**src/design/rtcc_regs.vh**
```
`ifndef RTCC_REGS_VH
`define RTCC_REGS_VH

// Register byte offsets
`define RTCC_OFS_CTRL      8'h18
`define RTCC_OFS_MASK      8'h1C
`define RTCC_OFS_RAW       8'h20
`define RTCC_OFS_MASKED    8'h24
`define RTCC_OFS_CLEAR     8'h28

// Control register fields
`define RTCC_DIV_LSB       0
`define RTCC_DIV_MSB       14
`define RTCC_TRIM_LSB      16
`define RTCC_TRIM_MSB      25
`define RTCC_LOCK_BIT      26

// Interrupt bit positions
`define RTCC_IRQ_CAL       0
`define RTCC_IRQ_CNT       1

// Reset values
`define RTCC_DIV_RST       15'h7FFF
`define RTCC_TRIM_RST      10'h000
`define RTCC_MASK_RST      2'h0

// Trim window length in slow-clock cycles
`define RTCC_TRIM_WINDOW   10'h3FF

// AXI responses
`define RTCC_RESP_OKAY     2'h0
`define RTCC_RESP_SLVERR   2'h2

`endif

```
**src/design/rtcc_tick_gen.v**
```verilog
`timescale 1ns/1ps
`include "rtcc_regs.vh"

// Divides the slow-clock enable into the 1 Hz tick, with pulse deletion.
module rtcc_tick_gen #(
    parameter DIV_W  = 15,
    parameter TRIM_W = 10
)(
    input  wire              clk_sys,
    input  wire              nrst,
    input  wire              slowEdge,
    input  wire [DIV_W-1:0]  tickDivider,
    input  wire [TRIM_W-1:0] trimDeleteCount,
    output reg               oneHzTickTimer,
    output reg               oneHzTickCal
);

    reg  [DIV_W-1:0]  divCnt_r;
    reg  [TRIM_W-1:0] winCnt_r;
    wire              keepEdge;
    wire              wrapNow;

    // Delete the first N slow pulses of every 1023-cycle window
    assign keepEdge = slowEdge && (winCnt_r >= trimDeleteCount);
    assign wrapNow  = (divCnt_r >= tickDivider);

    ////////////////////////////////////////////////////////////////////////
    // Trim window and divider counters
    always @(posedge clk_sys or negedge nrst)
    begin
        if (!nrst)
        begin
            winCnt_r       <= {TRIM_W{1'b0}};
            divCnt_r       <= {DIV_W{1'b0}};
            oneHzTickTimer <= 1'b0;
            oneHzTickCal   <= 1'b0;
        end
        else
        begin
            oneHzTickTimer <= 1'b0;
            oneHzTickCal   <= 1'b0;
            if (slowEdge)
            begin
                // Zero trim deletes nothing; max deletes whole window
                if (winCnt_r == `RTCC_TRIM_WINDOW - 10'h001)
                    winCnt_r <= {TRIM_W{1'b0}};
                else
                    winCnt_r <= winCnt_r + 10'h001;
            end
            if (tickDivider == {DIV_W{1'b0}})
            begin
                // Timer tick follows slow clock, calendar tick stops
                divCnt_r       <= {DIV_W{1'b0}};
                oneHzTickTimer <= slowEdge;
            end
            else if (keepEdge)
            begin
                // Divide by field value plus one
                if (wrapNow)
                begin
                    divCnt_r       <= {DIV_W{1'b0}};
                    oneHzTickTimer <= 1'b1;
                    oneHzTickCal   <= 1'b1;
                end
                else
                    divCnt_r <= divCnt_r + 15'h0001;
            end
        end
    end

endmodule // rtcc_tick_gen

```
**src/design/rtcc_clock_ctrl.v**
```verilog
`timescale 1ns/1ps
`include "rtcc_regs.vh"

// What this block does
// - Tick divides slow clock by divider plus one
// - Divider zero: timer tick slow, calendar stopped
// - Divider resets to 32768 cycles per tick
// - Lock set ignores divider and trim writes
// - Trim deletes pulses per 1023-cycle window
// - Trim zero deletes none, maximum deletes all
// - Lock bit locks control until power-on reset
// - Mask bit 0 enables calendar interrupt
// - Mask bit 1 enables countdown interrupt
// - Raw status shows unmasked flags bits 0,1
// - Masked status is raw AND mask
// - Clear register write-one clears each flag
// - Countdown zero event sets raw countdown flag
module rtcc_clock_ctrl #(
    parameter DIV_W  = 15,
    parameter TRIM_W = 10
)(
    input  wire        clk_sys,
    input  wire        nrst,
    input  wire        slowClock,
    input  wire        calendarEvent,
    input  wire        countdownZero,
    output wire        oneHzTickTimer,
    output wire        oneHzTickCal,
    output wire        calendarEnableLock,
    output wire        calendarIrqOut,
    output wire        countdownIrqOut,
    output wire        irqOut,
    input  wire [7:0]  s_axi_awaddr,
    input  wire        s_axi_awvalid,
    output wire        s_axi_awready,
    input  wire [31:0] s_axi_wdata,
    input  wire [3:0]  s_axi_wstrb,
    input  wire        s_axi_wvalid,
    output wire        s_axi_wready,
    output reg  [1:0]  s_axi_bresp,
    output reg         s_axi_bvalid,
    input  wire        s_axi_bready,
    input  wire [7:0]  s_axi_araddr,
    input  wire        s_axi_arvalid,
    output wire        s_axi_arready,
    output reg  [31:0] s_axi_rdata,
    output reg  [1:0]  s_axi_rresp,
    output reg         s_axi_rvalid,
    input  wire        s_axi_rready
);

    reg  [DIV_W-1:0]  tickDivider_r;
    reg  [TRIM_W-1:0] trimDeleteCount_r;
    reg               lock_r;
    reg  [1:0]        irqEnable_r;
    reg  [1:0]        irqRaw_r;
    reg  [1:0]        irqRaw_nxt;
    reg               slowSync1_r;
    reg               slowSync2_r;
    reg               slowPrev_r;
    reg  [7:0]        awAddr_r;
    reg               awHeld_r;
    reg  [31:0]       wData_r;
    reg  [3:0]        wStrb_r;
    reg               wHeld_r;
    reg  [31:0]       rdMux;
    reg               rdHit;
    wire              slowEdge;
    wire              doWrite;
    wire [1:0]        irqMasked;
    wire [1:0]        irqSet;
    wire [1:0]        irqClr;
    wire              wrHit;

    ////////////////////////////////////////////////////////////////////////
    // Slow clock enters on a pin: two flops, then edge detect on the second
    always @(posedge clk_sys or negedge nrst)
    begin
        if (!nrst)
        begin
            slowSync1_r <= 1'b0;
            slowSync2_r <= 1'b0;
            slowPrev_r  <= 1'b0;
        end
        else
        begin
            slowSync1_r <= slowClock;
            slowSync2_r <= slowSync1_r;
            slowPrev_r  <= slowSync2_r;
        end
    end

    assign slowEdge = slowSync2_r && !slowPrev_r;

    rtcc_tick_gen #(
        .DIV_W  (DIV_W),
        .TRIM_W (TRIM_W)
    ) u_tick (
        .clk_sys         (clk_sys),
        .nrst            (nrst),
        .slowEdge        (slowEdge),
        .tickDivider     (tickDivider_r),
        .trimDeleteCount (trimDeleteCount_r),
        .oneHzTickTimer  (oneHzTickTimer),
        .oneHzTickCal    (oneHzTickCal)
    );

    ////////////////////////////////////////////////////////////////////////
    // AXI write channel: address and data taken in either order
    assign s_axi_awready = !awHeld_r && !s_axi_bvalid;
    assign s_axi_wready  = !wHeld_r && !s_axi_bvalid;
    assign doWrite       = awHeld_r && wHeld_r && !s_axi_bvalid;
    assign wrHit         = (awAddr_r[7:2] == `RTCC_OFS_CTRL >> 2)
                        || (awAddr_r[7:2] == `RTCC_OFS_MASK >> 2)
                        || (awAddr_r[7:2] == `RTCC_OFS_CLEAR >> 2);

    always @(posedge clk_sys or negedge nrst)
    begin
        if (!nrst)
        begin
            awAddr_r     <= 8'h00;
            awHeld_r     <= 1'b0;
            wData_r      <= 32'h00000000;
            wStrb_r      <= 4'h0;
            wHeld_r      <= 1'b0;
            s_axi_bvalid <= 1'b0;
            s_axi_bresp  <= `RTCC_RESP_OKAY;
        end
        else
        begin
            if (s_axi_awvalid && s_axi_awready)
            begin
                awAddr_r <= s_axi_awaddr;
                awHeld_r <= 1'b1;
            end
            if (s_axi_wvalid && s_axi_wready)
            begin
                wData_r <= s_axi_wdata;
                wStrb_r <= s_axi_wstrb;
                wHeld_r <= 1'b1;
            end
            if (doWrite)
            begin
                awHeld_r     <= 1'b0;
                wHeld_r      <= 1'b0;
                s_axi_bvalid <= 1'b1;
                // Read-only and unmapped offsets answer with an error
                s_axi_bresp  <= wrHit ? `RTCC_RESP_OKAY : `RTCC_RESP_SLVERR;
            end
            else if (s_axi_bvalid && s_axi_bready)
                s_axi_bvalid <= 1'b0;
        end
    end

    ////////////////////////////////////////////////////////////////////////
    // Control and mask registers; byte strobes honoured per lane
    always @(posedge clk_sys or negedge nrst)
    begin
        if (!nrst)
        begin
            tickDivider_r     <= `RTCC_DIV_RST;
            trimDeleteCount_r <= `RTCC_TRIM_RST;
            lock_r            <= 1'b0;
            irqEnable_r       <= `RTCC_MASK_RST;
        end
        else if (doWrite)
        begin
            // Once locked, only power-on reset reopens the register
            if (awAddr_r == `RTCC_OFS_CTRL && !lock_r)
            begin
                if (wStrb_r[0])
                    tickDivider_r[7:0] <= wData_r[7:0];
                if (wStrb_r[1])
                    tickDivider_r[14:8] <= wData_r[14:8];
                if (wStrb_r[2])
                    trimDeleteCount_r[7:0] <= wData_r[23:16];
                if (wStrb_r[3])
                begin
                    trimDeleteCount_r[9:8] <= wData_r[25:24];
                    lock_r <= wData_r[`RTCC_LOCK_BIT];
                end
            end
            // Reserved mask bits are simply not stored
            if (awAddr_r == `RTCC_OFS_MASK && wStrb_r[0])
                irqEnable_r <= wData_r[1:0];
        end
    end

    assign calendarEnableLock = lock_r;

    ////////////////////////////////////////////////////////////////////////
    // Sticky raw flags: set wins over a same-cycle clear
    assign irqSet = {countdownZero, calendarEvent};
    assign irqClr = (doWrite && awAddr_r == `RTCC_OFS_CLEAR && wStrb_r[0])
                  ? wData_r[1:0] : 2'b00;

    always @*
    begin
        irqRaw_nxt = (irqRaw_r & ~irqClr) | irqSet;
    end

    always @(posedge clk_sys or negedge nrst)
    begin
        if (!nrst)
            irqRaw_r <= 2'b00;
        else
            irqRaw_r <= irqRaw_nxt;
    end

    // Masked flags drive the two interrupt lines and the combined one
    assign irqMasked       = irqRaw_r & irqEnable_r;
    assign calendarIrqOut  = irqMasked[`RTCC_IRQ_CAL];
    assign countdownIrqOut = irqMasked[`RTCC_IRQ_CNT];
    assign irqOut          = |irqMasked;

    ////////////////////////////////////////////////////////////////////////
    // Read mux; reserved bits zero, clear register reads zero
    always @*
    begin
        rdMux = 32'h00000000;
        rdHit = 1'b1;
        case (s_axi_araddr[7:2])
            `RTCC_OFS_CTRL >> 2:
            begin
                rdMux[`RTCC_DIV_MSB:`RTCC_DIV_LSB]   = tickDivider_r;
                rdMux[`RTCC_TRIM_MSB:`RTCC_TRIM_LSB] = trimDeleteCount_r;
                rdMux[`RTCC_LOCK_BIT]                = lock_r;
            end
            `RTCC_OFS_MASK >> 2:   rdMux[1:0] = irqEnable_r;
            `RTCC_OFS_RAW >> 2:    rdMux[1:0] = irqRaw_r;
            `RTCC_OFS_MASKED >> 2: rdMux[1:0] = irqMasked;
            `RTCC_OFS_CLEAR >> 2:  rdMux = 32'h00000000;
            default:               rdHit = 1'b0;
        endcase
    end

    ////////////////////////////////////////////////////////////////////////
    // AXI read channel: one cycle latency, held until rready
    assign s_axi_arready = !s_axi_rvalid;

    always @(posedge clk_sys or negedge nrst)
    begin
        if (!nrst)
        begin
            s_axi_rvalid <= 1'b0;
            s_axi_rdata  <= 32'h00000000;
            s_axi_rresp  <= `RTCC_RESP_OKAY;
        end
        else if (s_axi_arvalid && s_axi_arready)
        begin
            s_axi_rvalid <= 1'b1;
            s_axi_rdata  <= rdMux;
            s_axi_rresp  <= rdHit ? `RTCC_RESP_OKAY : `RTCC_RESP_SLVERR;
        end
        else if (s_axi_rvalid && s_axi_rready)
            s_axi_rvalid <= 1'b0;
    end

endmodule // rtcc_clock_ctrl

```
**config.mk**
```make
export PLATFORM = sky130hd
export DESIGN_NAME = rtcc_clock_ctrl
export DESIGN_NICKNAME = d
export VERILOG_FILES = /design/src/design/rtcc_tick_gen.v /design/src/design/rtcc_clock_ctrl.v
export VERILOG_INCLUDE_DIRS = /design/src /design/src/design
export SDC_FILE = /design/constraint.sdc
export NUM_CORES = 1
export LEC_CHECK = 0
export BUFFER_PORTS_ARGS = -buffer_cell sky130_fd_sc_hd__buf_2
export CAP_MARGIN = 20
export CORE_ASPECT_RATIO = 1.75
export CORE_MARGIN = 4
export CORE_UTILIZATION = 54
export CTS_CLUSTER_SIZE = 40
export DETAILED_ROUTE_END_ITERATION = 12
export GPL_ROUTABILITY_DRIVEN = 0
export PLACE_DENSITY = 0.78
export SYNTH_ARGS = -nofsm -noshare
export SYNTH_HDL_FRONTEND = slang
export SYNTH_SLANG_ARGS = --single-unit
```
**constraint.sdc**
```tcl
create_clock -name clk_sys -period 5.9 [get_ports clk_sys]
set_input_delay 0.295 -clock clk_sys [delete_from_list [all_inputs] [get_ports clk_sys]]
set_output_delay 0.295 -clock clk_sys [all_outputs]
set_load 0.02 [all_outputs]
```
Word level (Yosys, flattened, before mapping) --
Cells that the tools add are included.
Word-level totals: register bits 133, input bits 62, word-level logic and storage cells 103
Cells by class: add/subtract/negate cells 2, $lt $le $gt $ge 2, eq/ne operators 12, mux-type cells 23, bitwise operators 4, reductions and logical operators 36
Operator list (count):
- $mux W15 | 3
- $eq A6 B3 Y1 const B | 4
- $eq A6 B4 Y1 const B | 4
- $eq A8 B5 Y1 const B | 2
- $add A15 B1 Y15 const B | 1
- $ge A15 B15 Y1 | 1
- $logic_and A1 B1 Y1 | 15
- $logic_not A15 Y1 | 1
- $mux W1 | 13
- $mux W13 | 1
- $reduce_and A3 Y1 | 4
- $mux W11 | 1
- $add A10 B1 Y10 const B | 1
- $eq A10 B10 Y1 const B | 1
- $ge A10 B10 Y1 | 1
- $mux W10 | 1
- $reduce_bool A2 Y1 | 5
- $eq A8 B6 Y1 const B | 1
- $pmux W2 S4 | 1
- $logic_not A1 Y1 | 6
- $mux W2 | 3
- $reduce_or A5 Y1 | 1
- $and A2 B2 Y2 | 2
- $logic_or A1 B1 Y1 | 2
- other kinds (4) | 4

Depth between registers and ports, before layout --
Gate-level depths: netlist (run 1).
word-level depth 8, gate-level depth with buffers 9, depth with buffers taken out 8

By module --
From an unflattened synthesis (run 1), not the netlist that was laid out.
Unflattened totals: cell total of the unflattened synthesis 577, area, all modules 6327.3 um^2
Modules (own cells, without submodules):
- rtcc_clock_ctrl | instances 1, cells an instance 332, area an instance 4222.8 um^2
- rtcc_tick_gen | instances 1, cells an instance 245, area an instance 2104.5 um^2

Least setup slack after synthesis (run 1) --
OpenSTA, ideal clock, no wires.
path type reg2reg, from register u_tick.winCnt_r[0], to register u_tick.divCnt_r[9], library setup time 0.110 ns, data arrival time 2.047 ns, data required time 5.790 ns, setup slack 3.742 ns, cell stages (with the launch flop) 10, path buffers 1, clock period less this slack 2.158 ns, cells stage by stage dfrtp_1 inv_1 ha_1 nand2b_1 a211o_1 a22o_1 a31oi_1 clkbuf_1 a22oi_1 o41ai_1
On the way: cells in the longest elaborated chain, start to end 3
Ends and longest elaborated chain:
- start, declared | RTL line rtcc_tick_gen.v:19 | reg [TRIM_W-1:0] winCnt_r;
- start signal, assigned | RTL line rtcc_tick_gen.v:33 | winCnt_r <= {TRIM_W{1'b0}};
- start signal, assigned | RTL line rtcc_tick_gen.v:46 | winCnt_r <= {TRIM_W{1'b0}};
- start signal, assigned | RTL line rtcc_tick_gen.v:48 | winCnt_r <= winCnt_r + 10'h001;
- $ge A10 B10 Y1 | RTL line rtcc_tick_gen.v:24 | assign keepEdge = slowEdge && (winCnt_r >= trimDeleteCount);
- $logic_and A1 B1 Y1 | RTL line rtcc_tick_gen.v:24
- $reduce_bool A2 Y1 (no source line)
- end signal, assigned | RTL line rtcc_tick_gen.v:34 | divCnt_r <= {DIV_W{1'b0}};
- end signal, assigned | RTL line rtcc_tick_gen.v:53 | divCnt_r <= {DIV_W{1'b0}};
- end signal, assigned | RTL line rtcc_tick_gen.v:61 | divCnt_r <= {DIV_W{1'b0}};
- end, declared | RTL line rtcc_tick_gen.v:18 | reg [DIV_W-1:0] divCnt_r;
No other way between the ends. A chain may end at the register's enable or synchronous reset.

Worst setup path in the final report (run 1) --
from register tickDivider_r[6], to register u_tick.divCnt_r[9]
On the way: cells in the longest elaborated chain, start to end 4, elaborated cells on any way between the ends 6, classes of those cells 1 x order compare; 3 x mux; 2 x reduce/logical
Ends and longest elaborated chain:
- start, declared | RTL line rtcc_clock_ctrl.v:52 | reg [DIV_W-1:0] tickDivider_r;
- start signal, assigned | RTL line rtcc_clock_ctrl.v:161 | tickDivider_r <= `RTCC_DIV_RST;
- start signal, assigned | RTL line rtcc_clock_ctrl.v:172 | tickDivider_r[7:0] <= wData_r[7:0];
- $ge A15 B15 Y1 | RTL line rtcc_tick_gen.v:25 | assign wrapNow = (divCnt_r >= tickDivider);
- $mux W15 | RTL line rtcc_tick_gen.v:59 | if (wrapNow)
- $mux W15 | RTL line rtcc_tick_gen.v:56 | else if (keepEdge)
- $mux W15 | RTL line rtcc_tick_gen.v:50 | if (tickDivider == {DIV_W{1'b0}})
- end signal, assigned | RTL line rtcc_tick_gen.v:53
- end signal, assigned | RTL line rtcc_tick_gen.v:61
- end signal, assigned | RTL line rtcc_tick_gen.v:66 | divCnt_r <= divCnt_r + 15'h0001;
Parallel ways exist; a longest one is shown, timed or not. The select of a mux whose other input is x is not followed.

==> results.sh, run 1 <==
export IMPL_hold_slack_ps=53.3
export IMPL_fin_crit_ps=3280
export IMPL_nNetsFinal=705
export IMPL_finalHoldViolations=0
export IMPL_power_share_clock_pct=37.3
export IMPL_viasPerCell=5.87
export IMPL_antenna_left=0
export IMPL_num_antenna_cells=0
export IMPL_die_w_um=87.8
export IMPL_final_cell_mix="115 x dfrtp_1, 91 x buf_2, 64 x mux2_2, 41 x nand2_1, 29 x inv_1"
export IMPL_r2r_end="u_tick.divCnt_r[9]$_DFFE_PN0P_"
export IMPL_cp_required_ps=6200
export IMPL_fin_tns_setup_ps=0
export IMPL_wl_um=13800
export IMPL_syn_inst=510
export IMPL_total_leakage_power_nw=3.42
export IMPL_clk_pin_slew_worst_paths_ps=60
export IMPL_post_cts_setup_buffers=0
export IMPL_antenna_found_initial=0
export IMPL_final_common_cell="dfrtp_1"
export IMPL_avgSynthCellArea_sq_um=11.8
export IMPL_cts_buffer_depth=2
export IMPL_finClkSkew_ps=6.66
export IMPL_fill_cells=776
export IMPL_coreArea_sq_um=10800
export IMPL_finalMaxSlewViolations=0
export IMPL_grt_pass1_wl_um=22900
export IMPL_combPwrFrac_pct=22.9
export IMPL_holdPathEnd="irqRaw_r[0]$_DFF_PN0_"
export IMPL_dr_first_iter_drc_count=262
export IMPL_clock_fmax_ghz=0.305
export IMPL_wl_per_cell_um=18.3
export IMPL_r2r_slack_ps=2620
export IMPL_rr_worst_depth=8
export IMPL_p_per_area_nw_per_um2=426
export IMPL_ios=109
export IMPL_grt_total_usage_pct=22.9
export IMPL_clkSinkCount=130
export IMPL_synth_flop_cell="dfrtp_1"
export IMPL_ir_drop_v=0.000383
export IMPL_yosysWarnings=0
export IMPL_hold_path_class="input port to flop"
export IMPL_grt_max_degree=89
export IMPL_fin_util_pct=67.5
export IMPL_cp_max_fo=11
export IMPL_placedCellCount=722
export IMPL_place_hpwl_um=9770
export IMPL_cp_end_kind="flop"
export IMPL_synth_edff_count=0
export IMPL_synth_seq_area_share_pct=54.4
export IMPL_ys_types=50
export IMPL_cts_resized=0
export IMPL_relSlewSlack_pct=37.7
export IMPL_vias=4451
export IMPL_setup_violations=0
export IMPL_p_sw_share_pct=30.2
export IMPL_clock_root_buffer="clkbuf_16"
export IMPL_die_h_um=148
export IMPL_power_frac_seq_pct=39.8
export IMPL_overflow=0
export IMPL_cts_buffers=17
export IMPL_crit_arrival_ps=3580
export IMPL_rsz0062_at_grt="false"
export IMPL_cp_start_kind="flop"
export IMPL_period_share_pct=55.7
export IMPL_r2r_start="tickDivider_r[6]$_DFFE_PN1P_"
export IMPL_run_status="complete, no violations"
export IMPL_intPower_w=0.00217
export IMPL_syn_to_final_growth_pct=21.5
export IMPL_drive_above_1_share_pct=34.7
export IMPL_drv_cap=0
export IMPL_cts_tree="built"
export IMPL_drc_errors=0
export IMPL_port_buffers=92
export IMPL_std_cell_rows=50
export IMPL_firstDrtPassIters=4
export IMPL_htree_levels=4
export IMPL_grt_pass1_vias=4739
export IMPL_min_from="calendarEvent"
export IMPL_synthArstFlopShare_pct=100
export IMPL_hold_path_depth=2
export IMPL_fin_cells=758
export IMPL_synth_area_sq_um=6010
export IMPL_fp_dieArea_sq_um=13000
export IMPL_p_sw_w=0.000942
export IMPL_start_util_pct=55.6
export IMPL_synth_seq_cells=130
export IMPL_tightest_slew_ps=926
export IMPL_insertion_delay_ps=420
export IMPL_hold_buffers=2
export IMPL_worstSetupPathType="flop to flop"
[cell type report]
type                            instances  area, sq um  area share (%)
Sequential cell                       130         3270            44.8
Multi-Input combinational cell        336         2550            34.9
Timing Repair Buffer                  101          556            7.60
Clock buffer                           18          429            5.87
Clock inverter                         14          226            3.10
Tap cell                              130          163            2.23
Inverter                               29          109            1.49
[Yosys cell counts, types with 2 or more instances]
library cell / n / area [sq um]
dfrtp_1: 115 / 2880
mux2_2: 64 / 721
nand2_1: 41 / 154
inv_1: 29 / 109
ha_1: 28 / 350
a22o_1: 25 / 219
nor2_1: 21 / 78.8
a21oi_1: 16 / 80.1
o21ai_0: 16 / 80.1
dfstp_2: 15 / 394
nand3_1: 15 / 75.1
clkbuf_1: 11 / 41.3
buf_4: 8 / 60.1
nand4_1: 7 / 43.8
a21o_1: 6 / 45.0
and2_1: 6 / 37.5
nor3_1: 6 / 30.0
o311ai_0: 6 / 52.6
nor2b_1: 5 / 31.3
nor4_1: 5 / 31.3
o41ai_1: 5 / 43.8
and3_1: 4 / 25.0
nand2b_1: 4 / 25.0
o21a_1: 4 / 30.0
xor2_1: 4 / 35.0
a211oi_1: 3 / 22.5
a22oi_1: 3 / 22.5
buf_1: 3 / 11.3
nand2_2: 3 / 18.8
nand3b_1: 3 / 22.5
o31ai_1: 3 / 22.5
xnor2_1: 3 / 26.3
a31oi_1: 2 / 12.5
a32oi_1: 2 / 17.5
and4_1: 2 / 17.5
or2_2: 2 / 12.5
or3_1: 2 / 12.5
[how the worst max path moves through the flow]
| stage | startpoint | to | slack [ps] | cells after the start |
|---|---|---|---|---|
| after detailed placement | tickDivider_r[6]$_DFFE_PN1P_ | u_tick.divCnt_r[9]$_DFFE_PN0P_ | 2650 | 8 |
| final | tickDivider_r[6]$_DFFE_PN1P_ | u_tick.divCnt_r[9]$_DFFE_PN0P_ | 2620 | 8 |
| after global routing | u_tick.divCnt_r[0]$_DFFE_PN0P_ | u_tick.divCnt_r[6]$_DFFE_PN0P_ | 2390 | 8 |
| after global placement | tickDivider_r[6]$_DFFE_PN1P_ | u_tick.divCnt_r[9]$_DFFE_PN0P_ | 2830 | 8 |
| after CTS | tickDivider_r[6]$_DFFE_PN1P_ | u_tick.divCnt_r[9]$_DFFE_PN0P_ | 2630 | 8 |
| after floorplan | u_tick.winCnt_r[0]$_DFFE_PN0P_ | u_tick.divCnt_r[9]$_DFFE_PN0P_ | 3740 | 9 |
[logic make-up after synthesis]
family	synth area share, %
XOR/XNOR	1.02
AO/OA/AOI/OAI	11.8
AND/OR/NAND/NOR	11.3
flip-flops	54.4
other	0.0623
adder cells (fa/ha/maj)	5.82
multiplexers	12.0
buffers and inverters	3.68
[critical path, cell delays in order (launching register included)]
cell	delay, ps
dfstp_2	580
inv_1	60
ha_1	320
and4_1	210
o21ai_0	70
o221ai_1	250
a21oi_1	760
nand2_1	450
o41ai_1	470
[flip-flops by register name, summed over array words and instances, names as in the netlist, 2 cells and up]
name,cells
s_axi_rdata,26
trimDeleteCount_r,10
wStrb_r,4
awAddr_r,8
irqEnable_r,2
tickDivider_r,15
irqRaw_r,2
u_tick.winCnt_r,10
u_tick.divCnt_r,15
wData_r,26
[routing by layer]
| layer | share of wire [%] | routed length (um) | track usage [%] | vias up |
|---|---|---|---|---|
| met5 | 0 | 0 | 0 | - |
| met4 | 4.0 | 560 | 11.8 | 0 |
| met3 | 6.1 | 849 | 5.74 | 50 |
| met2 | 53 | 7360 | 38.6 | 161 |
| met1 | 37 | 5070 | 26.2 | 2194 |
| li1 | - | - | - | 2046 |
[power by group through the flow]
stage	sequential, W	combinational (W)	clock, W
2_1_floorplan	0.00122	0.000508	0
3_3_place_gp	0.00123	0.000658	0
3_5_place_dp	0.00125	0.000691	0
4_1_cts	0.00124	0.000702	0.00118
5_1_grt	0.00126	0.000792	0.00122
6_report	0.00124	0.000712	0.00116
[stage by stage]
step	cell area (sq um)	total power (W)	worst slack, ps
after floorplan	6040	0.00173	3740
after global placement	6600	0.00189	2830
after detailed placement	6600	0.00194	2650
after CTS	7270	0.00312	2630
after global routing	7310	0.00328	2390
final	7310	0.00311	2620
(Power assumes the default switching activity.)
==> inputs of run 2 (changes only) <==
--- a/config.mk
+++ b/config.mk
@@ -10,11 +10,11 @@
 export CAP_MARGIN = 20
 export CORE_ASPECT_RATIO = 1.75
 export CORE_MARGIN = 4
-export CORE_UTILIZATION = 54
+export CORE_UTILIZATION = 50
 export CTS_CLUSTER_SIZE = 40
 export DETAILED_ROUTE_END_ITERATION = 12
 export GPL_ROUTABILITY_DRIVEN = 0
-export PLACE_DENSITY = 0.78
+export PLACE_DENSITY = 0.76
 export SYNTH_ARGS = -nofsm -noshare
 export SYNTH_HDL_FRONTEND = slang
 export SYNTH_SLANG_ARGS = --single-unit
==> constraint.sdc (replaced) <==
create_clock -name clk_sys -period 2.9 [get_ports clk_sys]
set_input_delay 0.145 -clock clk_sys [delete_from_list [all_inputs] [get_ports clk_sys]]
set_output_delay 0.145 -clock clk_sys [all_outputs]
set_load 0.02 [all_outputs]
==> run 2 against run 1 <==
Clock power rose by 90%. Critical path depth is the same. Worst hold slack improved by 14 ps. Design area up 5.3%. Wire length rose by 7.2%. Fmax grew 27%. Worst setup slack lost 2300 ps. Sequential cell count did not move. Non-clock buffer count grew 43. Final cell count up 6.3%.
==> results.sh, run 2 (same netlist as run 1, synthesis figures left out) <==
export IMPL_relSlewSlack_pct=38.4
export IMPL_grt_use_met3_pct=4.62
export IMPL_die_w_um=90.9
export IMPL_grt_met2_usage_pct=41.2
export IMPL_insertion_delay_ps=420
export IMPL_cp_max_fo=11
export IMPL_finalMaxSlewViolations=0
export IMPL_r2r_start="trimDeleteCount_r[7]$_DFFE_PN0P_"
export IMPL_grt_pass1_vias=5043
export IMPL_setup_violations=0
export IMPL_cp_required_ps=3180
export IMPL_antenna_found_initial=0
export IMPL_std_cell_rows=52
export IMPL_final_cell_mix="115 x dfrtp_1, 91 x buf_2, 64 x mux2_2, 44 x dlygate4sd3_1, 41 x nand2_1"
export IMPL_crit_arrival_ps=2850
export IMPL_cp_buffers_inverters=1
export IMPL_nNetsFinal=748
export IMPL_period_share_pct=88.8
export IMPL_finClkSkew_ps=9.28
export IMPL_min_from="s_axi_araddr[6]"
export IMPL_finalHoldViolations=0
export IMPL_overflow=0
export IMPL_clock_fmax_ghz=0.388
export IMPL_placedCellCount=730
export IMPL_rsz0062_at_grt="false"
export IMPL_coreArea_sq_um=11600
export IMPL_num_antenna_cells=0
export IMPL_ios=109
export IMPL_cts_buffer_depth=2
export IMPL_intPower_w=0.00433
export IMPL_path_cells="inv_1, ha_1, a21oi_1, o21ai_0, a31oi_1, a21oi_1, nand2_1, o311ai_0"
export IMPL_max_stage_delay_ps=460
export IMPL_port_buffers=92
export IMPL_clk_pin_slew_worst_paths_ps=60
export IMPL_fin_tns_setup_ps=0
export IMPL_cts_buffers=17
export IMPL_power_frac_seq_pct=40.5
export IMPL_drc_errors=0
export IMPL_fin_cells=806
export IMPL_wl_per_cell_um=18.4
export IMPL_hold_path_depth=3
export IMPL_fin_crit_ps=2580
export IMPL_gr_usage_met1_pct=23.7
export IMPL_ir_drop_v=0.000643
export IMPL_cp_end_kind="flop"
export IMPL_fin_util_pct=66.1
export IMPL_grt_max_degree=61
export IMPL_worstSetupPathType="flop to flop"
export IMPL_wl_um=14800
export IMPL_cp_start_kind="flop"
export IMPL_run_status="complete, no violations"
export IMPL_firstDrtPassIters=5
export IMPL_die_h_um=153
export IMPL_p_sw_share_pct=30.7
export IMPL_total_leakage_power_nw=3.58
export IMPL_hold_path_class="input port to flop"
export IMPL_crit_start="trimDeleteCount_r[7]$_DFFE_PN0P_"
export IMPL_place_hpwl_um=9770
export IMPL_drive_above_1_share_pct=32.5
export IMPL_viasPerCell=5.81
export IMPL_reg_largest_list="s_axi_rdata: 26 flops, wData_r: 26 flops"
export IMPL_top_usage_layer="met2"
export IMPL_htree_levels=4
export IMPL_grt_pass1_wl_um=24700
export IMPL_slowest_stage="o311ai_0"
export IMPL_clock_root_buffer="clkbuf_16"
export IMPL_start_util_pct=51.6
export IMPL_antenna_left=0
export IMPL_cts_tree="built"
export IMPL_fp_dieArea_sq_um=13900
export IMPL_hold_slack_ps=67.4
export IMPL_p_sw_w=0.00192
export IMPL_syn_to_final_growth_pct=27.9
export IMPL_dr_first_iter_drc_count=226
export IMPL_vias=4682
export IMPL_cp_common_cell="a21oi_1"
export IMPL_combPwrFrac_pct=24.2
export IMPL_critical_path_depth=8
export IMPL_clkSinkCount=130
export IMPL_tightest_slew_ps=915
export IMPL_cp_top_family="compound AO/OA/AOI/OAI gates"
export IMPL_final_common_cell="dfrtp_1"
export IMPL_power_share_clock_pct=35.3
export IMPL_rr_worst_depth=8
export IMPL_grt_total_usage_pct=22.4
export IMPL_p_per_area_nw_per_um2=811
export IMPL_drv_cap=0
==> run 2: per-layer routing <==
metal / share of wire [%] / routed length (um)
met3: 4.2 / 627
met4: 3.2 / 481
met1: 37 / 5520
met5: 0 / 0
met2: 55 / 8200
==> run 2: final cells by class <==
class	instances	area, sq um
Clock buffer	21	460
Clock inverter	11	154
Fill cell	835	3950
Inverter	29	109
Multi-Input combinational cell	336	2550
Sequential cell	130	3270
Tap cell	135	169
Timing Repair Buffer	144	976
==> run 2: metrics by stage <==
step	area, sq um	setup slack, ps	power, W
floorplan	6040	742	0.00351
global placement	6640	547	0.00388
detailed placement	6640	447	0.00396
CTS	7690	413	0.00621
global route	7690	128	0.00655
finish	7690	325	0.00624
==> run 2: timing repair <==
item                      CTS  global route
hold buffers               44             0
setup buffers               0             0
hold endpoints to repair   91             0
gates resized for setup     0             0
==> run 2: power groups by stage <==
stage	clock network (W)	registers, W	logic, W
CTS	0.00222	0.00251	0.00149
global placement	0	0.00251	0.00138
finish	0.00220	0.00253	0.00151
floorplan	0	0.00248	0.00103
global route	0.00231	0.00258	0.00166
detailed placement	0	0.00253	0.00143
==> run 2: worst min-delay path, cell delays in order <==
cell and delay (ps):
buf_2 70, or2_2 140, o41ai_1 90
==> run 2: worst paths after layout <==
| path | slack [ps] | to |
|---|---|---|
| worst max register to register | 320 | u_tick.divCnt_r[7]$_DFFE_PN0P_ |
| worst min-delay path | 70 | s_axi_rdata[0]$_DFFE_PN0P_ |
| worst min register to register | 350 | slowSync2_r$_DFF_PN0_ |
| min in group asynchronous | 340 | s_axi_rdata[0]$_DFFE_PN0P_ |
| worst max-delay path | 320 | u_tick.divCnt_r[7]$_DFFE_PN0P_ |
| max in group asynchronous | 1670 | trimDeleteCount_r[3]$_DFFE_PN0P_ |
